$ cat src/rtl/hsc_pkg.sv
package hsc_pkg;
	// Counter data width
	localparam int HSC_W = 16;

	// Register word indices; byte address is index times four
	localparam logic [2:0] IDX_STATUS = 3'h0;
	localparam logic [2:0] IDX_PRESET = 3'h1;
	localparam logic [2:0] IDX_ACC = 3'h2;
	localparam logic [2:0] IDX_CTRL = 3'h3;
	localparam logic [2:0] IDX_LOW = 3'h4;
	localparam logic [2:0] IDX_CMD = 3'h5;
	localparam logic [2:0] IDX_HWACC = 3'h6;
	localparam logic [2:0] IDX_HIGHHW = 3'h7;

	// Status word bit positions
	localparam int B_UP = 15;
	localparam int B_DOWN = 14;
	localparam int B_HTL = 13;
	localparam int B_WH = 12;
	localparam int B_WL = 11;
	localparam int B_REF = 10;
	localparam int B_HI = 9;
	localparam int B_LO = 8;
	localparam int B_CWH = 7;
	localparam int B_CWL = 6;
	localparam int B_CHT = 5;
	localparam int B_CLT = 4;
	localparam int B_QUE = 3;
	localparam int B_DROP = 2;
	localparam int B_EN = 1;

	// Status masks
	localparam logic [15:0] CFG_CLR_MASK = 16'hC0F8;
	localparam logic [15:0] CFG_SET_MASK = 16'h0002;
	localparam logic [15:0] SW_W1C_MASK = 16'h3804;
	localparam logic [15:0] CMP_MASK = 16'h0300;
	localparam logic [15:0] CAUSE_MASK = 16'h00F0;
	localparam logic [15:0] STATUS_RST = 16'h0000;

	// Command register bits
	localparam int C_CLR = 0;
	localparam int C_WR = 1;
	localparam int C_ALLOW = 2;
	localparam int C_BLOCK = 3;
	localparam int C_REFRESH = 4;
	localparam int C_SERVICE = 5;
	localparam int C_VAL_LSB = 16;

	// Control register fields
	localparam int CTL_MODE_LSB = 0;
	localparam int CTL_SETUP = 4;

	// Counting modes
	localparam logic [3:0] MODE_UP = 4'h1;
	localparam logic [3:0] MODE_UP_RH = 4'h2;
	localparam logic [3:0] MODE_PDIR = 4'h3;
	localparam logic [3:0] MODE_PDIR_RH = 4'h4;
	localparam logic [3:0] MODE_UPDN = 4'h5;
	localparam logic [3:0] MODE_UPDN_RH = 4'h6;
	localparam logic [3:0] MODE_QUAD = 4'h7;
	localparam logic [3:0] MODE_QUAD_RH = 4'h8;

	// Accumulator limits
	localparam logic [15:0] ACC_MAX = 16'h7FFF;
	localparam logic [15:0] ACC_MIN = 16'h8000;
	localparam logic [15:0] ACC_ZERO = 16'h0000;
endpackage

$ cat src/rtl/hsc_top.sv
// The implementer's own choice: the APB interface to the registers.

// Register map, word index times four
// Offset 0x00 counter_status_word, flags below
// Offset 0x04 counter_preset_word, high preset image
// Offset 0x08 counter_accumulator_word, image count
// Offset 0x0C control: mode and setup rung
// Offset 0x10 low preset
// Offset 0x14 command strobes, write only
// Offset 0x18 hardware count, read only
// Offset 0x1C hardware high preset, read only
// Other addresses answer with an error

// Status word layout
// Bit 15 up_count_active, follows the rung
// Bit 14 down_count_active, bidirectional only
// Bit 13 high_target_latch, up modes only
// Bit 12 wrap_high_flag
// Bit 11 wrap_low_flag, bidirectional only
// Bit 10 refresh_image_bit, reads as zero
// Bit 9 at_or_above_high_flag
// Bit 8 at_or_below_low_flag
// Bit 7 wrap_high_cause
// Bit 6 wrap_low_cause
// Bit 5 high_target_cause
// Bit 4 low_target_cause
// Bit 3 event_queued_flag
// Bit 2 event_dropped_flag
// Bit 1 event_enable_flag
// Bit 0 spare, reads as zero

// Status writes
// Ones on 13, 12, 11 and 2 clear them
// A one on 10 refreshes the image count
// Bits 9 and 8 writable before configuration only
// All other bits ignore software

// Command word
// Bit 0 acc_clear_op, wins over bit 1
// Bit 1 acc_write_op, value in upper half
// Bit 2 event_allow_op
// Bit 3 event_block_op
// Bit 4 image_refresh_op
// Bit 5 service start, drops queued flag

// Control word
// Bits 3:0 counting mode, 1 to 8
// Bit 4 counter_setup_op rung state
// First rung-true edge is the configuration
// It loads image count and high preset

// Count inputs
// Pin 0: up, count or encoder A
// Pin 1: direction, down or encoder B
// Pin 2: external reset, even modes
// Pin 3: hold level, even modes
// Edge to count change takes three clocks
// Pulses narrower than one clock may vanish

// Events
// Priority wrap high, wrap low, high, low
// Causes and queue need the enable flag or the configuration edge
// An event while queued marks one dropped
// Hardware sets win over software clears
// Up modes wrap to zero on the high preset
// Bidirectional modes never reload by themselves

// Bus timing
// One wait state on every access
// Read data sampled at the first access edge
// Writes land at the edge with ready high
// Refused accesses return zero data

// Reset
// Everything clears, mode falls back to 1
// Status is not retained across reset
module hsc_top
	import hsc_pkg::*;
(
	input wire logic pclk,
	input wire logic presetn,
	input wire logic psel,
	input wire logic penable,
	input wire logic pwrite,
	input wire logic [11:0] paddr,
	input wire logic [31:0] pwdata,
	output logic [31:0] prdata,
	output logic pready,
	output logic pslverr,
	input wire logic [3:0] cnt_in,
	output logic event_pending
);
	logic [3:0] sync1_r;
	logic [3:0] sync2_r;
	logic [3:0] prev_r;
	logic [15:0] st_r;
	logic [15:0] st_nxt;
	logic [15:0] preset_r;
	logic [15:0] img_r;
	logic [15:0] img_nxt;
	logic [15:0] hw_acc_r;
	logic [15:0] hw_acc_nxt;
	logic [15:0] hw_high_r;
	logic [15:0] low_r;
	logic [3:0] mode_r;
	logic setup_r;
	logic configured_r;
	logic [31:0] prdata_r;
	logic pready_r;
	logic pslverr_r;

	// Input synchroniser and edge history per pin
	genvar g;
	generate
		for (g = 0; g < 4; g++) begin : g_sync
			always_ff @(posedge pclk or negedge presetn) begin
				if (!presetn) begin
					sync1_r[g] <= 1'b0;
					sync2_r[g] <= 1'b0;
					prev_r[g] <= 1'b0;
				end else begin
					sync1_r[g] <= cnt_in[g];
					sync2_r[g] <= sync1_r[g];
					prev_r[g] <= sync2_r[g];
				end
			end
		end
	endgenerate

	// Bus decode
	wire [2:0] idx = paddr[4:2];
	wire addr_ok = (paddr[11:5] == 7'h00) && (paddr[1:0] == 2'h0);
	wire answer = psel & penable & ~pready_r;
	wire wr_go = psel & penable & pready_r & pwrite & addr_ok;
	wire wr_status = wr_go && (idx == IDX_STATUS);
	wire wr_preset = wr_go && (idx == IDX_PRESET);
	wire wr_acc = wr_go && (idx == IDX_ACC);
	wire wr_ctrl = wr_go && (idx == IDX_CTRL);
	wire wr_low = wr_go && (idx == IDX_LOW);
	wire wr_cmd = wr_go && (idx == IDX_CMD);
	wire [15:0] wr_val = pwdata[C_VAL_LSB +: 16];

	// Operation strobes
	wire op_clear = wr_cmd & pwdata[C_CLR];
	wire op_write = wr_cmd & pwdata[C_WR] & ~pwdata[C_CLR];
	wire op_allow = wr_cmd & pwdata[C_ALLOW];
	wire op_block = wr_cmd & pwdata[C_BLOCK];
	wire op_service = wr_cmd & pwdata[C_SERVICE];
	wire op_refresh = (wr_cmd & pwdata[C_REFRESH]) | (wr_status & pwdata[B_REF]);
	wire first_cfg = setup_r & ~configured_r;

	// Mode classes
	wire up_mode = (mode_r == MODE_UP) || (mode_r == MODE_UP_RH);
	wire bidir = (mode_r >= MODE_PDIR) && (mode_r <= MODE_QUAD_RH);
	wire pdir = (mode_r == MODE_PDIR) || (mode_r == MODE_PDIR_RH);
	wire updn = (mode_r == MODE_UPDN) || (mode_r == MODE_UPDN_RH);
	wire quad = (mode_r == MODE_QUAD) || (mode_r == MODE_QUAD_RH);
	wire rh_mode = (up_mode | bidir) & ~mode_r[0];

	// Count steps from edges of the synchronised inputs
	wire [3:0] rise = sync2_r & ~prev_r;
	wire count_en = configured_r & setup_r & ~(rh_mode & sync2_r[3]);
	wire step_up = count_en & ((up_mode & rise[0]) | (pdir & rise[0] & ~sync2_r[1])
		| (updn & rise[0] & ~rise[1]) | (quad & rise[0] & ~sync2_r[1]));
	wire step_dn = count_en & ((pdir & rise[0] & sync2_r[1])
		| (updn & rise[1] & ~rise[0]) | (quad & rise[0] & sync2_r[1]));
	wire ext_rst = configured_r & rh_mode & rise[2];

	// Loads of the hardware accumulator
	wire load = op_clear | op_write | first_cfg | ext_rst;
	wire [15:0] load_val = op_clear ? ACC_ZERO : (op_write ? wr_val : (first_cfg ? img_r : ACC_ZERO));
	wire reload_high = op_clear | op_write | first_cfg;
	wire [15:0] high_src = reload_high ? preset_r : hw_high_r;
	wire [15:0] acc_plus = hw_acc_r + 16'h0001;
	wire [15:0] acc_minus = hw_acc_r - 16'h0001;

	// Preset reach, wrap and compare flags, signed compares
	wire step_hit = step_up & ~load & (acc_plus == hw_high_r);
	wire load_hit = load & ($signed(load_val) >= $signed(high_src));
	wire up_hit = up_mode & (step_hit | load_hit);
	wire ov_ev = bidir & ~load & step_up & (hw_acc_r == ACC_MAX);
	wire un_ev = bidir & ~load & step_dn & (hw_acc_r == ACC_MIN);
	wire bh_ev = bidir & (step_hit | load_hit);
	wire bl_ev = bidir & ((~load & step_dn & (acc_minus == low_r))
		| (load & ($signed(load_val) <= $signed(low_r))));
	wire cwh_ev = ov_ev | (up_hit & st_r[B_HTL]);
	wire cht_ev = bh_ev | (up_hit & ~st_r[B_HTL]);
	wire any_ev = cwh_ev | un_ev | cht_ev | bl_ev;
	wire irq = any_ev & (st_r[B_EN] | first_cfg);
	wire hi_cmp = $signed(hw_acc_r) >= $signed(hw_high_r);
	wire lo_cmp = $signed(hw_acc_r) <= $signed(low_r);

	// Hardware accumulator next value
	always_comb begin
		hw_acc_nxt = hw_acc_r;
		if (up_hit) begin
			hw_acc_nxt = ACC_ZERO;
		end else if (load) begin
			hw_acc_nxt = load_val;
		end else if (step_up) begin
			hw_acc_nxt = acc_plus;
		end else if (step_dn) begin
			hw_acc_nxt = acc_minus;
		end
	end

	// Image accumulator next value
	always_comb begin
		img_nxt = img_r;
		if (op_clear | op_write) begin
			img_nxt = load_val;
		end else if (up_hit) begin
			img_nxt = ACC_ZERO;
		end else if (op_refresh | (setup_r & configured_r)) begin
			img_nxt = hw_acc_r;
		end else if (wr_acc) begin
			img_nxt = pwdata[15:0];
		end
	end

	// Status word next value; hardware sets are applied last
	always_comb begin
		st_nxt = st_r;
		if (wr_status) begin
			st_nxt = st_nxt & ~(pwdata[15:0] & SW_W1C_MASK);
			if (!configured_r) begin
				st_nxt = (st_nxt & ~CMP_MASK) | (pwdata[15:0] & CMP_MASK);
			end
		end
		if (op_clear | op_write) begin
			st_nxt[B_HTL] = 1'b0;
			st_nxt[B_WH] = 1'b0;
			st_nxt[B_WL] = 1'b0;
			st_nxt[B_QUE] = 1'b0;
			st_nxt[B_DROP] = 1'b0;
		end
		if (op_service) begin
			st_nxt[B_QUE] = 1'b0;
		end
		if (op_allow) begin
			st_nxt[B_EN] = 1'b1;
		end else if (op_block) begin
			st_nxt[B_EN] = 1'b0;
		end
		if (first_cfg) begin
			st_nxt = (st_nxt & ~CFG_CLR_MASK) | CFG_SET_MASK;
		end
		if (up_hit) begin
			if (st_r[B_HTL]) begin
				st_nxt[B_WH] = 1'b1;
			end else begin
				st_nxt[B_HTL] = 1'b1;
			end
		end
		if (ov_ev) begin
			st_nxt[B_WH] = 1'b1;
		end
		if (un_ev) begin
			st_nxt[B_WL] = 1'b1;
		end
		if (irq) begin
			st_nxt = st_nxt & ~CAUSE_MASK;
			if (cwh_ev) begin
				st_nxt[B_CWH] = 1'b1;
			end else if (un_ev) begin
				st_nxt[B_CWL] = 1'b1;
			end else if (cht_ev) begin
				st_nxt[B_CHT] = 1'b1;
			end else begin
				st_nxt[B_CLT] = 1'b1;
			end
			st_nxt[B_DROP] = st_nxt[B_DROP] | st_r[B_QUE];
			st_nxt[B_QUE] = 1'b1;
		end
		st_nxt[B_UP] = setup_r & configured_r;
		st_nxt[B_DOWN] = setup_r & configured_r & bidir;
		if (configured_r) begin
			st_nxt[B_HI] = bidir & hi_cmp;
			st_nxt[B_LO] = bidir & lo_cmp;
		end
		if (bidir) begin
			st_nxt[B_HTL] = 1'b0;
		end
		if (up_mode) begin
			st_nxt[B_WL] = 1'b0;
		end
		st_nxt[B_REF] = 1'b0;
		st_nxt[0] = 1'b0;
	end

	// Counter element and hardware counter state
	always_ff @(posedge pclk or negedge presetn) begin
		if (!presetn) begin
			st_r <= STATUS_RST;
			img_r <= ACC_ZERO;
			hw_acc_r <= ACC_ZERO;
			hw_high_r <= ACC_ZERO;
			configured_r <= 1'b0;
		end else begin
			st_r <= st_nxt;
			img_r <= img_nxt;
			hw_acc_r <= hw_acc_nxt;
			hw_high_r <= (up_hit | reload_high) ? preset_r : hw_high_r;
			configured_r <= configured_r | setup_r;
		end
	end

	// Software-written configuration
	always_ff @(posedge pclk or negedge presetn) begin
		if (!presetn) begin
			preset_r <= ACC_ZERO;
			low_r <= ACC_ZERO;
			mode_r <= MODE_UP;
			setup_r <= 1'b0;
		end else begin
			preset_r <= wr_preset ? pwdata[15:0] : preset_r;
			low_r <= wr_low ? pwdata[15:0] : low_r;
			mode_r <= wr_ctrl ? pwdata[CTL_MODE_LSB +: 4] : mode_r;
			setup_r <= wr_ctrl ? pwdata[CTL_SETUP] : setup_r;
		end
	end

	// Read data selection
	wire [31:0] rd_val = (idx == IDX_STATUS) ? {16'h0000, st_r} :
		(idx == IDX_PRESET) ? {16'h0000, preset_r} :
		(idx == IDX_ACC) ? {16'h0000, img_r} :
		(idx == IDX_CTRL) ? {27'h0000000, setup_r, mode_r} :
		(idx == IDX_LOW) ? {16'h0000, low_r} :
		(idx == IDX_HWACC) ? {16'h0000, hw_acc_r} :
		(idx == IDX_HIGHHW) ? {16'h0000, hw_high_r} : 32'h00000000;

	// APB answer: one wait state, then ready
	always_ff @(posedge pclk or negedge presetn) begin
		if (!presetn) begin
			prdata_r <= 32'h00000000;
			pready_r <= 1'b0;
			pslverr_r <= 1'b0;
		end else begin
			pready_r <= answer;
			pslverr_r <= answer & ~addr_ok;
			if (answer) begin
				prdata_r <= (!pwrite && addr_ok) ? rd_val : 32'h00000000;
			end
		end
	end

	assign prdata = prdata_r;
	assign pready = pready_r;
	assign pslverr = pslverr_r;
	assign event_pending = st_r[B_QUE];
endmodule

$ cat config.mk
export PLATFORM = sky130hd
export DESIGN_NAME = hsc_top
export DESIGN_NICKNAME = d
export VERILOG_FILES = /design/src/rtl/hsc_pkg.sv /design/src/rtl/hsc_top.sv
export SDC_FILE = /design/constraint.sdc
export NUM_CORES = 1
export LEC_CHECK = 0
export BUFFER_PORTS_ARGS = -buffer_cell sky130_fd_sc_hd__buf_2
export CAP_MARGIN = 20
export CORE_MARGIN = 8
export CORE_UTILIZATION = 57
export DETAILED_ROUTE_END_ITERATION = 6
export GPL_TIMING_DRIVEN = 0
export PLACE_DENSITY = 0.77
export SYNTH_ARGS = -nofsm -noshare
export SYNTH_HDL_FRONTEND = slang
export SYNTH_SLANG_ARGS = --single-unit
$ cat constraint.sdc
create_clock -name pclk -period 8.4 [get_ports pclk]
set_input_delay 0.42 -clock pclk [delete_from_list [all_inputs] [get_ports pclk]]
set_output_delay 0.42 -clock pclk [all_outputs]
set_load 0.05 [all_outputs]
Word level (Yosys, flattened, before mapping)
Cells that the tools add are included.
{"block": "op_classes", "eq_ne": 19, "n_lt_le_gt_ge": 6, "n_reduce_logical": 21, "n_addsub": 2, "bitwise_logic": 92, "muxes": 43}
{"cell": "two-way mux 16 bit", "count": 20}
{"cell": "bitwise AND 1 bit", "count": 54}
{"cell": "== test 16 bit", "count": 2}
{"cell": ">= comparator 16 bit", "count": 2}
{"cell": "<= comparator 16 bit", "count": 2}
{"cell": "two-way mux 14 bit", "count": 2}
{"cell": "bitwise OR 1 bit", "count": 22}
{"cell": "adder 16 x 1 -> 16 bit, second input constant", "count": 1}
{"cell": "== test 16 x 15 -> 1 bit, second input constant", "count": 1}
{"cell": "== test 16 bit, second input constant", "count": 1}
{"cell": "== test 4 x 3 -> 1 bit, second input constant", "count": 4}
{"cell": "two-way mux 8 bit", "count": 2}
{"cell": "subtractor 16 x 1 -> 16 bit, second input constant", "count": 1}
{"cell": "bitwise AND 14 bit", "count": 1}
{"cell": "inverter 14 bit", "count": 1}
{"cell": "bitwise OR 14 x 10 -> 14 bit", "count": 1}
{"cell": "two-way mux 1 bit", "count": 13}
{"cell": "== test 3 bit, second input constant", "count": 4}
{"cell": "inverter 1 bit", "count": 11}
{"cell": "logical AND 1 bit", "count": 9}
{"cell": "== test 4 x 2 -> 1 bit, second input constant", "count": 2}
{"cell": "two-way mux 2 bit", "count": 4}
{"cell": "nonzero test 4 bit", "count": 2}
{"cell": "zero test 7 bit", "count": 1}
{"cell": "other kinds (15)", "count": 20}
{"block": "totals", "reg_bits": 145, "in_bits": 53, "word_cells": 208, "output_inout_bits": 35}

Depth between registers and ports, before layout
Gate-level depths: netlist (run 1).
{"block": "logic_depth", "word_depth": 22, "mapped_depth": 20, "mapped_depth_nobuf": 15}

Worst setup path before layout (run 1)
No wires, ideal clock.
{"block": "synth_path", "path_type": "reg2reg", "startpoint": "register pready_r (netlist: pready)", "endpoint": "register img_r[2]", "path_stages_with_launch": 19, "path_buffers": 4, "arrival_time_ns": 4.205, "required_time_ns": 8.280, "synth_period_minus_slack_ns": 4.326, "setup_time_ns": 0.120, "path_slack_ns": 4.074, "path_cell_list": "dfrtp_1 -> nand4_1 -> nor3_1 -> a21oi_1 -> buf_2 -> buf_1 -> mux2i_1 -> ha_1 -> a211oi_1 -> nor2_1 -> o21ai_0 -> o2bb2ai_1 -> nor3b_1 -> a31o_1 -> o31ai_2 -> or3b_1 -> buf_6 -> buf_8 -> a2bb2oi_2"}
{"block": "synth_between", "elab_chain_cells": 16, "word_cells_on_any_way": 30, "classes_between": "1 x order compare; 6 x mux; 19 x bitwise; 4 x reduce/logical"}
{"element": "start: declaration", "line": "hsc_top.sv:109", "source": "logic pready_r;"}
{"element": "start signal: assignment", "line": "hsc_top.sv:339", "source": "pready_r <= answer;"}
{"element": "bitwise AND 1 bit (*) (3 in a row)", "line": "hsc_top.sv:134", "source": "wire wr_go = psel & penable & pready_r & pwrite & addr_ok;"}
{"element": "branches (longest 13 deep; another with >= comparator 16 bit)"}
{"element": "end signal: assignment", "line": "hsc_top.sv:301", "source": "img_r <= img_nxt;"}
{"element": "end: declaration", "line": "hsc_top.sv:99", "source": "logic [15:0] img_r;"}
Mark *: on every way between the ends.
A chain may end at the register's enable or synchronous reset.

Final worst setup path (run 1)
{"block": "layout_path", "startpoint": "register pready_r (netlist: pready)", "endpoint": "register hw_acc_r[10]"}
{"block": "layout_between", "elab_chain_cells": 15, "word_cells_on_any_way": 23, "classes_between": "1 x order compare; 5 x mux; 15 x bitwise; 2 x reduce/logical"}
{"element": "bitwise AND 1 bit (*) (3 in a row)", "line": "hsc_top.sv:134"}
{"element": "logical AND 1 bit (*)", "line": "hsc_top.sv:140", "source": "wire wr_cmd = wr_go && (idx == IDX_CMD);"}
{"element": "branches (longest 11 deep; another with >= comparator 16 bit)"}
{"element": "end signal: assignment", "line": "hsc_top.sv:302", "source": "hw_acc_r <= hw_acc_nxt;"}
{"element": "end: declaration", "line": "hsc_top.sv:101", "source": "logic [15:0] hw_acc_r;"}
Marked as above.

==> results of run 1 <==
-- cell type report --
cell class	count	area, µm²	area share (%)
timing repair buffer	72	394.1	3.493
sequential	129	3229	28.62
multi-input combinational	882	6163	54.63
inverter	46	172.7	1.530
tap	225	281.5	2.495
buffer	89	460.4	4.081
clock inverter	13	137.6	1.220
clock buffer	19	442.9	3.926
-- synthesized netlist by cell type, types with 9 or more instances --
cell type,count,share of area [%]
xnor2_1,35,3.1
o21ai_0,43,2.2
a211oi_1,17,1.3
a22oi_1,19,1.4
or3_1,9,0.56
a2bb2oi_2,10,1.5
nand2b_1,15,0.94
buf_4,20,1.5
nor2b_1,13,0.82
dfrtp_1,128,32
a22o_1,11,0.97
buf_1,11,0.41
nand4_1,18,1.1
a21o_1,17,1.3
a21oi_1,67,3.4
a31oi_1,20,1.3
mux2i_1,33,3.3
xor2_1,16,1.4
buf_2,17,0.85
clkbuf_1,38,1.4
mux2_2,40,4.5
ha_1,64,8.0
nor2_1,75,2.8
nor3_1,19,0.95
inv_1,46,1.7
nand3_1,20,1.0
o211ai_1,11,0.83
nand2_1,152,5.7
-- where the power goes --
group          switching [mW]  total (mW)  internal, mW
clock network           0.298       0.742         0.444
registers             0.00280       0.629         0.626
logic                  0.0830       0.116        0.0326
-- cells by family after synthesis --
kind of cell | share of synthesized area [%]
compound gates | 20.83
buf+inv | 6.350
other cells | 0.03761
mux | 9.036
flops | 32.39
simple gates | 18.84
fa+ha+maj | 8.032
xor+xnor | 4.480
-- sequential cells by signal, summed over array words and instances (netlist names), 3 cells and up --
name and count:
hw_acc_r 16, hw_high_r 16, img_r 16, low_r 16, prdata 16, preset_r 16, st_r 14, mode_r 4
sync1_r 4, sync2_r 4, prev_r 3
-- routing by layer --
layer	share of wire [%]	GRT usage [%]	vias up
met4	5.8	17.44	0
met2	44	49.73	738
met5	0	0	-
li1	-	-	4286
met3	11	7.505	173
met1	39	42.82	4674
-- critical path, delay by kind of cell, from the launching register on --
kind | cells | cell delay [ns]
AOI/OAI and AO/OA | 5 | 1.12
adders and majority gates | 1 | 0.28
buffers and inverters | 3 | 1.30
DFF | 1 | 0.37
and+or+nand+nor | 9 | 2.08
-- worst paths after layout --
| check | start | endpoint | cells after the start |
|---|---|---|---|
| setup / recovery | pready | hw_acc_r[10] | 18 |
| hold / removal | cnt_in[1] | sync1_r[1] | 1 |
| setup reg to reg | pready | hw_acc_r[10] | 18 |
| hold reg to reg | sync1_r[2] | sync2_r[2] | 0 |
| max in group asynchronous | presetn | img_r[5] | 3 |
| min in group asynchronous | presetn | preset_r[14] | 2 |
-- repair_timing --
| action | CTS | global route |
|---|---|---|
| hold buffers | 1 | 0 |
| gates resized for setup | 0 | 0 |
| endpoints found under the hold margin | 48 | 0 |
==> qor.yml, run 1 <==
worst_hold_path:
  hp-class: "in2reg"
placed_design:
  hpwl_mm: 28.01
  io_buffers: 70
  placed_area_mm2: 0.01069
  place.gp.congestion: 0.9827
  dp_cells: 1442
  pre_cts_ws_ns: 3.121
status:
  status: "finished clean"
yosys:
  syn_inst: 1131
  syn_area_mm2: 0.009970
  ys.flop_type: "dfrtp_1"
  synth_edf_count: 0
  syn_avg_cell_area_um2: 8.815
  synth-seq-cells: 129
  ys_types: 88
  async_flop_share_pct: 100.0
  synth_seq_area_share_pct: 32.39
  yosysWarnings: 0
critical_path:
  critPathMaxFanout: 10
  cp_slowest_cell: "nor2b_1"
  cpMostUsedCell: "nor2_1"
  cp_cell_sequence: "nand4_1, nor2_1, and3_1, clkbuf_1, clkbuf_1, nand2_1, nand2_1, ha_1, a211oi_1, nor2_1, o21ai_0, o2bb2ai_1, a22oi_1, a21oi_1, nor3_1, nor2b_1, buf_2, nor2_1"
  reg2reg_slack_ns: 3.11
  max_stage_delay_ns: 0.65
  worstPathRequired_ns: 8.71
  cp_data_arrival_time_ns: 5.60
  crit_path_end_kind: "flop"
  start_kind: "flop"
  worst-setup-path-type: "reg2reg"
grt:
  grt_pass1_vias: 9310
  grt_pass1_wl_mm: 54.59
  antenna_found_initial: 0
  grt.overflow.total: 0
  track_usage_pct: 32.79
  grt_max_degree: 82
timing:
  rsz0062_at_grt: "false"
  worst_slack_ns: 3.111
  hold_slack_ns: 0.09771
  max_slew_margin_pct: 38.28
  setup_tns_ns: 0
  timing.final.crit_share_pct: 62.96
  drv_slew: 0
  tightest_slew_ns: 0.9258
  finClkSkew_ns: 0.009952
  period_minus_slack_ns: 5.289
  hold_violations: 0
  finalSetupViolCount: 0
  max_freq_mhz: 189.1
power:
  power_mw: 1.486
  ir_drop_mv: 0.1385
  power.density_mw_per_mm2: 131.8
  leakage_nw: 5.539
cts:
  cts_root_buffer: "clkbuf_16"
  clk_pin_slew_ns: 0.06
  clockBufferDepth: 2
  cts_tree: "done"
  numCtsBuffers: 17
  cts_setup_buffers: 0
  cts.sinks: 129
  h-tree-depth: 4
  worst_skew_pair.late_latency_ns: 0.43
die:
  core_area_mm2: 0.01718
  start_util_pct: 58.04
  pin_count: 88
  die_w_um: 148.3
  num_rows: 48
  die_area_mm2: 0.02198
  die_y_um: 148.3
detailed_routing:
  firstDrtPassIters: 6
  num_vias: 9871
  wl_per_cell_um: 24.66
  drt_iter0_drc: 1248
  ant_nets: 0
  wirelength_mm: 36.37
  drc: 0
  post_drt_via_cell_ratio: 6.692
layout:
  fin_util_pct: 65.68
  area_growth_pct: 13.17
  final_layout_size_suffix_gt1_share_pct: 18.16
  final_common_cell: "nand2_1"
  diodes: 0
  final_cell_mix: "152 x nand2_1, 128 x dfrtp_1, 86 x buf_2"
  nFillCells: 1466
  nets: 1354
  final_cell_count_no_fill: 1475
  postLayoutCellArea_mm2: 0.01128
run:
  drv_cap: 0
No activity file was read; power rests on OpenSTA's default activity.
==> run 2, diff against run 1 <==
--- a/config.mk
+++ b/config.mk
@@ -5,13 +5,14 @@
 export SDC_FILE = /design/constraint.sdc
 export NUM_CORES = 1
 export LEC_CHECK = 0
+export ABC_AREA = 1
 export BUFFER_PORTS_ARGS = -buffer_cell sky130_fd_sc_hd__buf_2
 export CAP_MARGIN = 20
 export CORE_MARGIN = 8
-export CORE_UTILIZATION = 57
+export CORE_UTILIZATION = 55
 export DETAILED_ROUTE_END_ITERATION = 6
 export GPL_TIMING_DRIVEN = 0
-export PLACE_DENSITY = 0.77
+export PLACE_DENSITY = 0.78
 export SYNTH_ARGS = -nofsm -noshare
 export SYNTH_HDL_FRONTEND = slang
 export SYNTH_SLANG_ARGS = --single-unit
==> constraint.sdc (replaced) <==
create_clock -name pclk -period 4.8 [get_ports pclk]
set_input_delay 0.24 -clock pclk [delete_from_list [all_inputs] [get_ports pclk]]
set_output_delay 0.24 -clock pclk [all_outputs]
set_load 0.05 [all_outputs]
==> run 2 against run 1 <==
  * Clock skew shrank 0.00061 ns
  * Sequential share of layout area grew 1.1 points
  * Count of clock-buffer cells in the layout shrank 1
  * First-iteration DRC count grew 19%
  * Non-clock buffer count decreased by 18
  * Cell count is 8.2% higher
  * Die area decreased by 2.9%
  * Wire length is 0.87% lower
==> qor.yml, run 2 <==
yosys:
  async_flop_share_pct: 100.0  # unchanged
  yosys.area.top_type_share_pct: 34.42  # +2.3 points
  synth-seq-cells: 129  # unchanged
  synth_edf_count: 0  # unchanged
  synth_seq_area_share_pct: 34.70  # +2.3 points
  synth_area_leaders: "dfrtp_1 34%, nand2_1 9.7%, ha_1 8.6%"
  syn_avg_cell_area_um2: 7.432  # -16%
  synth_commonest_cells: "241 x nand2_1, 159 x inv_1, 146 x o21ai_0, 128 x dfrtp_1, 89 x nor2_1"
  synth_most_common_cell: "nand2_1"
  syn_area_mm2: 0.009305  # -6.7%
  syn_inst: 1252  # +11%
  yosysWarnings: 0  # unchanged
  synth_top_area_cell: "dfrtp_1"
  ys.flop_type: "dfrtp_1"
  ys_types: 48  # -45%
grt:
  track_usage_pct: 33.43  # +0.65 points
  grt.overflow.total: 0  # unchanged
  grt_pass1_vias: 9270  # -0.43%
  grt_max_degree: 72  # -12%
  grt_pass1_wl_mm: 54.97  # +0.70%
  antenna_found_initial: 0  # unchanged
timing:
  rsz0062_at_grt: "false"
  tightest_slew_ns: 0.9480  # +0.02222 ns
  finClkSkew_ns: 0.009340  # -0.0006116 ns
  hold_violations: 0  # unchanged
  hold_slack_ns: 0.08741  # -0.01031 ns
  drv_slew: 0  # unchanged
  max_freq_mhz: 218.9  # +16%
  finalSetupViolCount: 0  # unchanged
  timing.final.crit_share_pct: 95.19  # +32 points
  max_slew_margin_pct: 36.31  # -2.0 points
  period_minus_slack_ns: 4.569  # -0.7197 ns
die:
  num_rows: 47  # -2.1%
  die_w_um: 146.1  # -1.5%
  start_util_pct: 56.11  # -1.9 points
  pin_count: 88  # unchanged
  core_area_mm2: 0.01658  # -3.5%
  die_area_mm2: 0.02134  # -2.9%
  die_y_um: 146.1  # -1.5%
critical_path:
  critPathMaxFanout: 10  # unchanged
  cp_slowest_cell: "o31ai_1"
  cpMostUsedCell: "nand2_1"
  max_stage_delay_ns: 0.53  # -0.12 ns
  start_kind: "flop"
  crit_path_end_kind: "flop"
  path_buf_inv: 7  # +4
  cp_top_family: "buffers and inverters"
  worstPathRequired_ns: 5.07  # -3.64 ns
  cp_data_arrival_time_ns: 4.84  # -0.76 ns
  worst-setup-path-type: "reg2reg"
  cp_cell_sequence: "nor2_1, inv_1, clkbuf_1, clkbuf_1, o31ai_1, inv_1, ha_1, o21bai_1, nand4_1, nand2_1, nand2_1, nand2_1, nand2_1, nand2_1, nand2_1, nand3_1, nand2_1, nand2_2, nand2_2, buf_6, inv_2, buf_2, a211oi_1"
layout:
  nFillCells: 1558  # +6.3%
  nets: 1480  # +9.3%
  final_layout_size_suffix_gt1_share_pct: 13.23  # -4.9 points
  fin_util_pct: 65.42  # -0.26 points
  final_common_cell: "nand2_1"
  area_growth_pct: 16.59
  final_cell_mix: "240 x nand2_1, 157 x inv_1, 146 x o21ai_0"
  diodes: 0  # unchanged
  final_cell_count_no_fill: 1596  # +8.2%
cts:
  clk_pin_slew_ns: 0.06  # about the same
  clockBufferDepth: 2  # unchanged
  cts_root_buffer: "clkbuf_16"
  worst_skew_pair.late_latency_ns: 0.43  # about the same
  cts_tree: "done"
  cts.sinks: 129  # unchanged
  h-tree-depth: 4  # unchanged
  numCtsBuffers: 17  # unchanged
power:
  ir_drop_mv: 0.2959  # +110%
  power.density_mw_per_mm2: 252.3  # +92%
  leakage_nw: 5.645  # +1.9%
worst_hold_path:
  hp-class: "in2reg"
detailed_routing:
  wirelength_mm: 36.05  # -0.87%
  ant_nets: 0  # unchanged
  drt_iter0_drc: 1491  # +19%
  wl_per_cell_um: 22.59  # -8.4%
  firstDrtPassIters: 5  # -1
  post_drt_via_cell_ratio: 6.097  # -8.9%
  drc: 0  # unchanged
  num_vias: 9731  # -1.4%
placed_design:
  io_buffers: 71  # +1.4%
  dp_cells: 1559  # +8.1%
  place.gp.congestion: 0.9895  # +0.69%
  hpwl_mm: 28.52  # +1.8%
status:
  status: "finished clean"
run:
  drv_cap: 0  # unchanged
## run 2: cell types whose count changed after synthesis, moves of 16 or more
cell,change
a21oi_1,-21
a22oi_1,-18
a21o_1,-16
mux2i_1,-33
o21ai_0,+103
nand3_1,+33
inv_1,+113
mux2_2,-39
nand2_1,+89
o21ai_1,+33
o2111ai_1,+16
xnor2_1,-35
## run 2: worst reg2reg max path, delay by kind of cell, from the launching register on
family	cells	cell delay (ns)
flops	1	0.42
simple gates	12	1.20
fa+ha+maj	1	0.23
buf+inv	7	1.79
compound gates	3	0.77
## run 2: cell type report
type	count	area (µm²)	share of cell area, %
multi-input cells	904	5289	48.75
flip-flops and latches	129	3229	29.77
inverters	168	630.6	5.812
clock buffers	18	439.2	4.048
repair buffers	77	439.2	4.048
plain buffers	66	344.1	3.171
well taps	220	275.3	2.537
clock inverters	14	202.7	1.868
## run 2: path summary, 6_finish.rpt
kind,end,slack (ns),start,cells past startpoint
max,hw_acc_r[11],0.23,configured_r,23
max in group asynchronous,mode_r[0],3.58,presetn,3
min reg2reg,sync2_r[3],0.35,sync1_r[3],0
min,pready,0.09,penable,3
min in group asynchronous,hw_acc_r[8],0.36,presetn,2
max reg2reg,hw_acc_r[11],0.23,configured_r,23
## run 2: logic make-up after synthesis
kind of cell	synth area share [%]
buf+inv	10.41
fa+ha+maj	8.606
compound gates	22.24
mux	0.1210
other cells	0.04030
simple gates	20.96
xor+xnor	2.918
flops	34.70
## run 2: per-layer routing
layer	part of all wire (%)	GRT usage [%]	wire, µm
met5	0	0	0
met4	4.8	16.23	1728
met3	10	7.417	3732
met2	43	49.65	15530
met1	42	45.33	15060
## run 2: repair_timing
item / 4_1_cts / 5_1_grt
endpoints found under the setup margin: 56 / 54
resized for setup: 15 / 11
hold buffers: 5 / 0
cloned: 0 / 0
endpoints found under the hold margin: 62 / 0
setup buffers: 0 / 0
## run 2: power breakdown
group | leakage [nW] | switching (mW) | internal [mW]
logic | 3.99 | 0.142 | 0.0600
registers | 1.34 | 0.00335 | 1.09
clock network | 0.312 | 0.545 | 0.892
total | 5.64 | 0.691 | 2.05
## run 2: metrics by stage
step                setup TNS, ns  instance area, µm²  worst slack (ns)  power [mW]
global route                    0               10850          0.008807       2.800
global placement           -30.95                9992           -0.8584       1.305
detailed placement         -30.82               10030           -0.8606       1.309
floorplan                       0                9361            0.7408       1.220
finish                          0               10850            0.2311       2.737
CTS                             0               10800           0.01990       2.729
==> run 3, diff against run 2 <==
--- a/config.mk
+++ b/config.mk
@@ -5,14 +5,14 @@
 export SDC_FILE = /design/constraint.sdc
 export NUM_CORES = 1
 export LEC_CHECK = 0
-export ABC_AREA = 1
 export BUFFER_PORTS_ARGS = -buffer_cell sky130_fd_sc_hd__buf_2
 export CAP_MARGIN = 20
 export CORE_MARGIN = 8
 export CORE_UTILIZATION = 55
 export DETAILED_ROUTE_END_ITERATION = 6
 export GPL_TIMING_DRIVEN = 0
-export PLACE_DENSITY = 0.78
+export HOLD_SLACK_MARGIN = 0.06
+export PLACE_DENSITY = 0.77
 export SYNTH_ARGS = -nofsm -noshare
 export SYNTH_HDL_FRONTEND = slang
 export SYNTH_SLANG_ARGS = --single-unit
==> run 3 against run 2 <==
  * Non-clock buffer count increased by 21
  * Via count shrank 0.13%
  * Worst setup slack worse by 0.078 ns
  * Global-route usage fell by 1.0 points
  * Combinational power about the same
  * Clock power fell by 6%
  * Fmax down 1.7%
  * Register-to-register slack worse by 0.08 ns
  * Core utilization down 1.9 points
==> qor.yml, run 3 (same netlist as run 1, synthesis figures left out) <==
status:
  status: "finished clean"
layout:
  postLayoutCellArea_mm2: 0.01137  # +4.8%
  final_cell_count_no_fill: 1481  # -7.2%
  final_cell_mix: "152 x nand2_1, 128 x dfrtp_1, 86 x buf_2"
  final_common_cell: "nand2_1"
  fin_util_pct: 63.50  # -1.9 points
  diodes: 0  # unchanged
  area_growth_pct: 14.02
  final_layout_size_suffix_gt1_share_pct: 18.45  # +5.2 points
  nets: 1357  # -8.3%
timing:
  worst_slack_ns: 0.1535  # -0.07756 ns
  finClkSkew_ns: 0.01316  # +0.003818 ns
  period_minus_slack_ns: 4.647  # +0.07756 ns
  max_slew_margin_pct: 38.29  # +2.0 points
  timing.final.crit_share_pct: 96.80  # +1.6 points
  drv_slew: 0  # unchanged
  setup_tns_ns: 0  # unchanged
  max_freq_mhz: 215.2  # -1.7%
  hold_slack_ns: 0.06918  # -0.01823 ns
  finalSetupViolCount: 0  # unchanged
  tightest_slew_ns: 0.9222  # -0.02580 ns
  hold_violations: 0  # unchanged
placed_design:
  hpwl_mm: 28.19  # -1.2%
  placed_area_mm2: 0.01070  # +6.7%
  place.gp.congestion: 0.9870  # -0.25%
  io_buffers: 70  # -1.4%
  pre_cts_ws_ns: -0.2368  # +0.6238 ns
  dp_cells: 1446  # -7.2%
die:
  die_area_mm2: 0.02269  # +6.3%
  start_util_pct: 55.69  # -0.42 points
  die_y_um: 150.6  # +3.1%
  die_w_um: 150.6  # +3.1%
  pin_count: 88  # unchanged
  num_rows: 49  # +4.3%
  core_area_mm2: 0.01790  # +8.0%
detailed_routing:
  drc: 0  # unchanged
  wirelength_mm: 36.51  # +1.3%
  num_vias: 9718  # -0.13%
  firstDrtPassIters: 6  # +1
  post_drt_via_cell_ratio: 6.562  # +7.6%
  drt_iter0_drc: 1276  # -14%
  ant_nets: 0  # unchanged
  wl_per_cell_um: 24.65  # +9.2%
cts:
  clk_pin_slew_ns: 0.06  # about the same
  worst_skew_pair.late_latency_ns: 0.44  # about the same
  cts_root_buffer: "clkbuf_16"
  cts_tree: "done"
  clockBufferDepth: 2  # unchanged
  h-tree-depth: 4  # unchanged
  numCtsBuffers: 17  # unchanged
  cts.sinks: 129  # unchanged
critical_path:
  r2r-start: "pready"
  start_kind: "flop"
  critPathMaxFanout: 10  # unchanged
  worstPathRequired_ns: 5.12  # +0.05 ns
  worst-setup-path-type: "reg2reg"
  reg2regPathDepth: 18  # -22%
  reg2reg_slack_ns: 0.15  # -0.08 ns
  cp_data_arrival_time_ns: 4.96  # +0.12 ns
  crit_path_end_kind: "flop"
  r2r-end: "hw_high_r[15]"
grt:
  grt_max_degree: 80  # +11%
  grt_pass1_wl_mm: 54.68  # -0.51%
  grt_pass1_vias: 9305  # +0.38%
  track_usage_pct: 32.39  # -1.0 points
  antenna_found_initial: 0  # unchanged
  grt.overflow.total: 0  # unchanged
worst_hold_path:
  min_path_cells: 3  # unchanged
  min_from: "pwdata[16]"
  hp-class: "in2reg"
  min_to: "img_r[0]"
power:
  power.density_mw_per_mm2: 234.7  # -7.0%
  ir_drop_mv: 0.2242  # -24%
  power_mw: 2.668  # -2.6%
  leakage_nw: 5.581  # -1.1%
run:
  drv_cap: 0  # unchanged
-- run 3: cell types whose count changed in the layout (fill, tap and decap cells not counted), sizes merged, moves of 33 or more --
cell   change
inv      -123
mux2i     +33
nand2     -94
xnor2     +35
o21ai    -136
mux2      +47
-- run 3: power breakdown --
part | internal, mW | leakage, nW | switching (mW) | total (mW)
Sequential | 1.10 | 1.64 | 0.00489 | 1.10
Combinational | 0.0591 | 3.64 | 0.146 | 0.205
Clock | 0.855 | 0.296 | 0.507 | 1.36
Total | 2.01 | 5.58 | 0.657 | 2.67
-- run 3: how the worst max path moves through the flow --
stage              from            end  cells past startpoint
4_1_cts          pready  hw_high_r[15]                     18
2_1_floorplan    pready       img_r[2]                     18
3_5_place_dp   paddr[9]    hw_acc_r[5]                     20
6_report         pready  hw_high_r[15]                     18
3_3_place_gp   paddr[9]    hw_acc_r[8]                     20
5_1_grt         setup_r  hw_high_r[15]                     18
-- run 3: worst max-delay path, cell delays in order, from the launching register on --
cell	delay [ns]
dfrtp_1	0.36
nand4_1	0.24
nor3_2	0.44
a21oi_1	0.19
clkbuf_4	0.29
clkbuf_4	0.28
mux2i_1	0.22
ha_1	0.28
a211oi_1	0.24
nor2_1	0.07
o21ai_0	0.21
o2bb2ai_1	0.19
nor3b_1	0.08
a31o_1	0.26
o31ai_2	0.30
buf_4	0.25
nand2_4	0.13
buf_8	0.20
mux2_4	0.30
-- run 3: routing by layer --
layer / vias to the layer above / track usage (%) / share of wire, %
met5: - / 0 / 0
met4: 0 / 16.33 / 5.3
met3: 129 / 7.935 / 11
met2: 621 / 50.18 / 45
met1: 4658 / 41.48 / 39
li1: 4310 / - / -
-- run 3: cell type report --
cell class	count	area, µm²
fill	1584	6535
multi-input combinational	882	6176
sequential	129	3229
clock buffer	22	474.2
buffer	88	464.2
timing repair buffer	76	434.2
tap	229	286.5
inverter	46	172.7
clock inverter	9	130.1
-- run 3: repair_timing --
action / CTS / global route
endpoints found under the hold margin: 53 / 0
hold buffers: 5 / 0
endpoints found under the setup margin: 32 / 48
resized for setup: 3 / 6
buffers inserted: 0 / 0
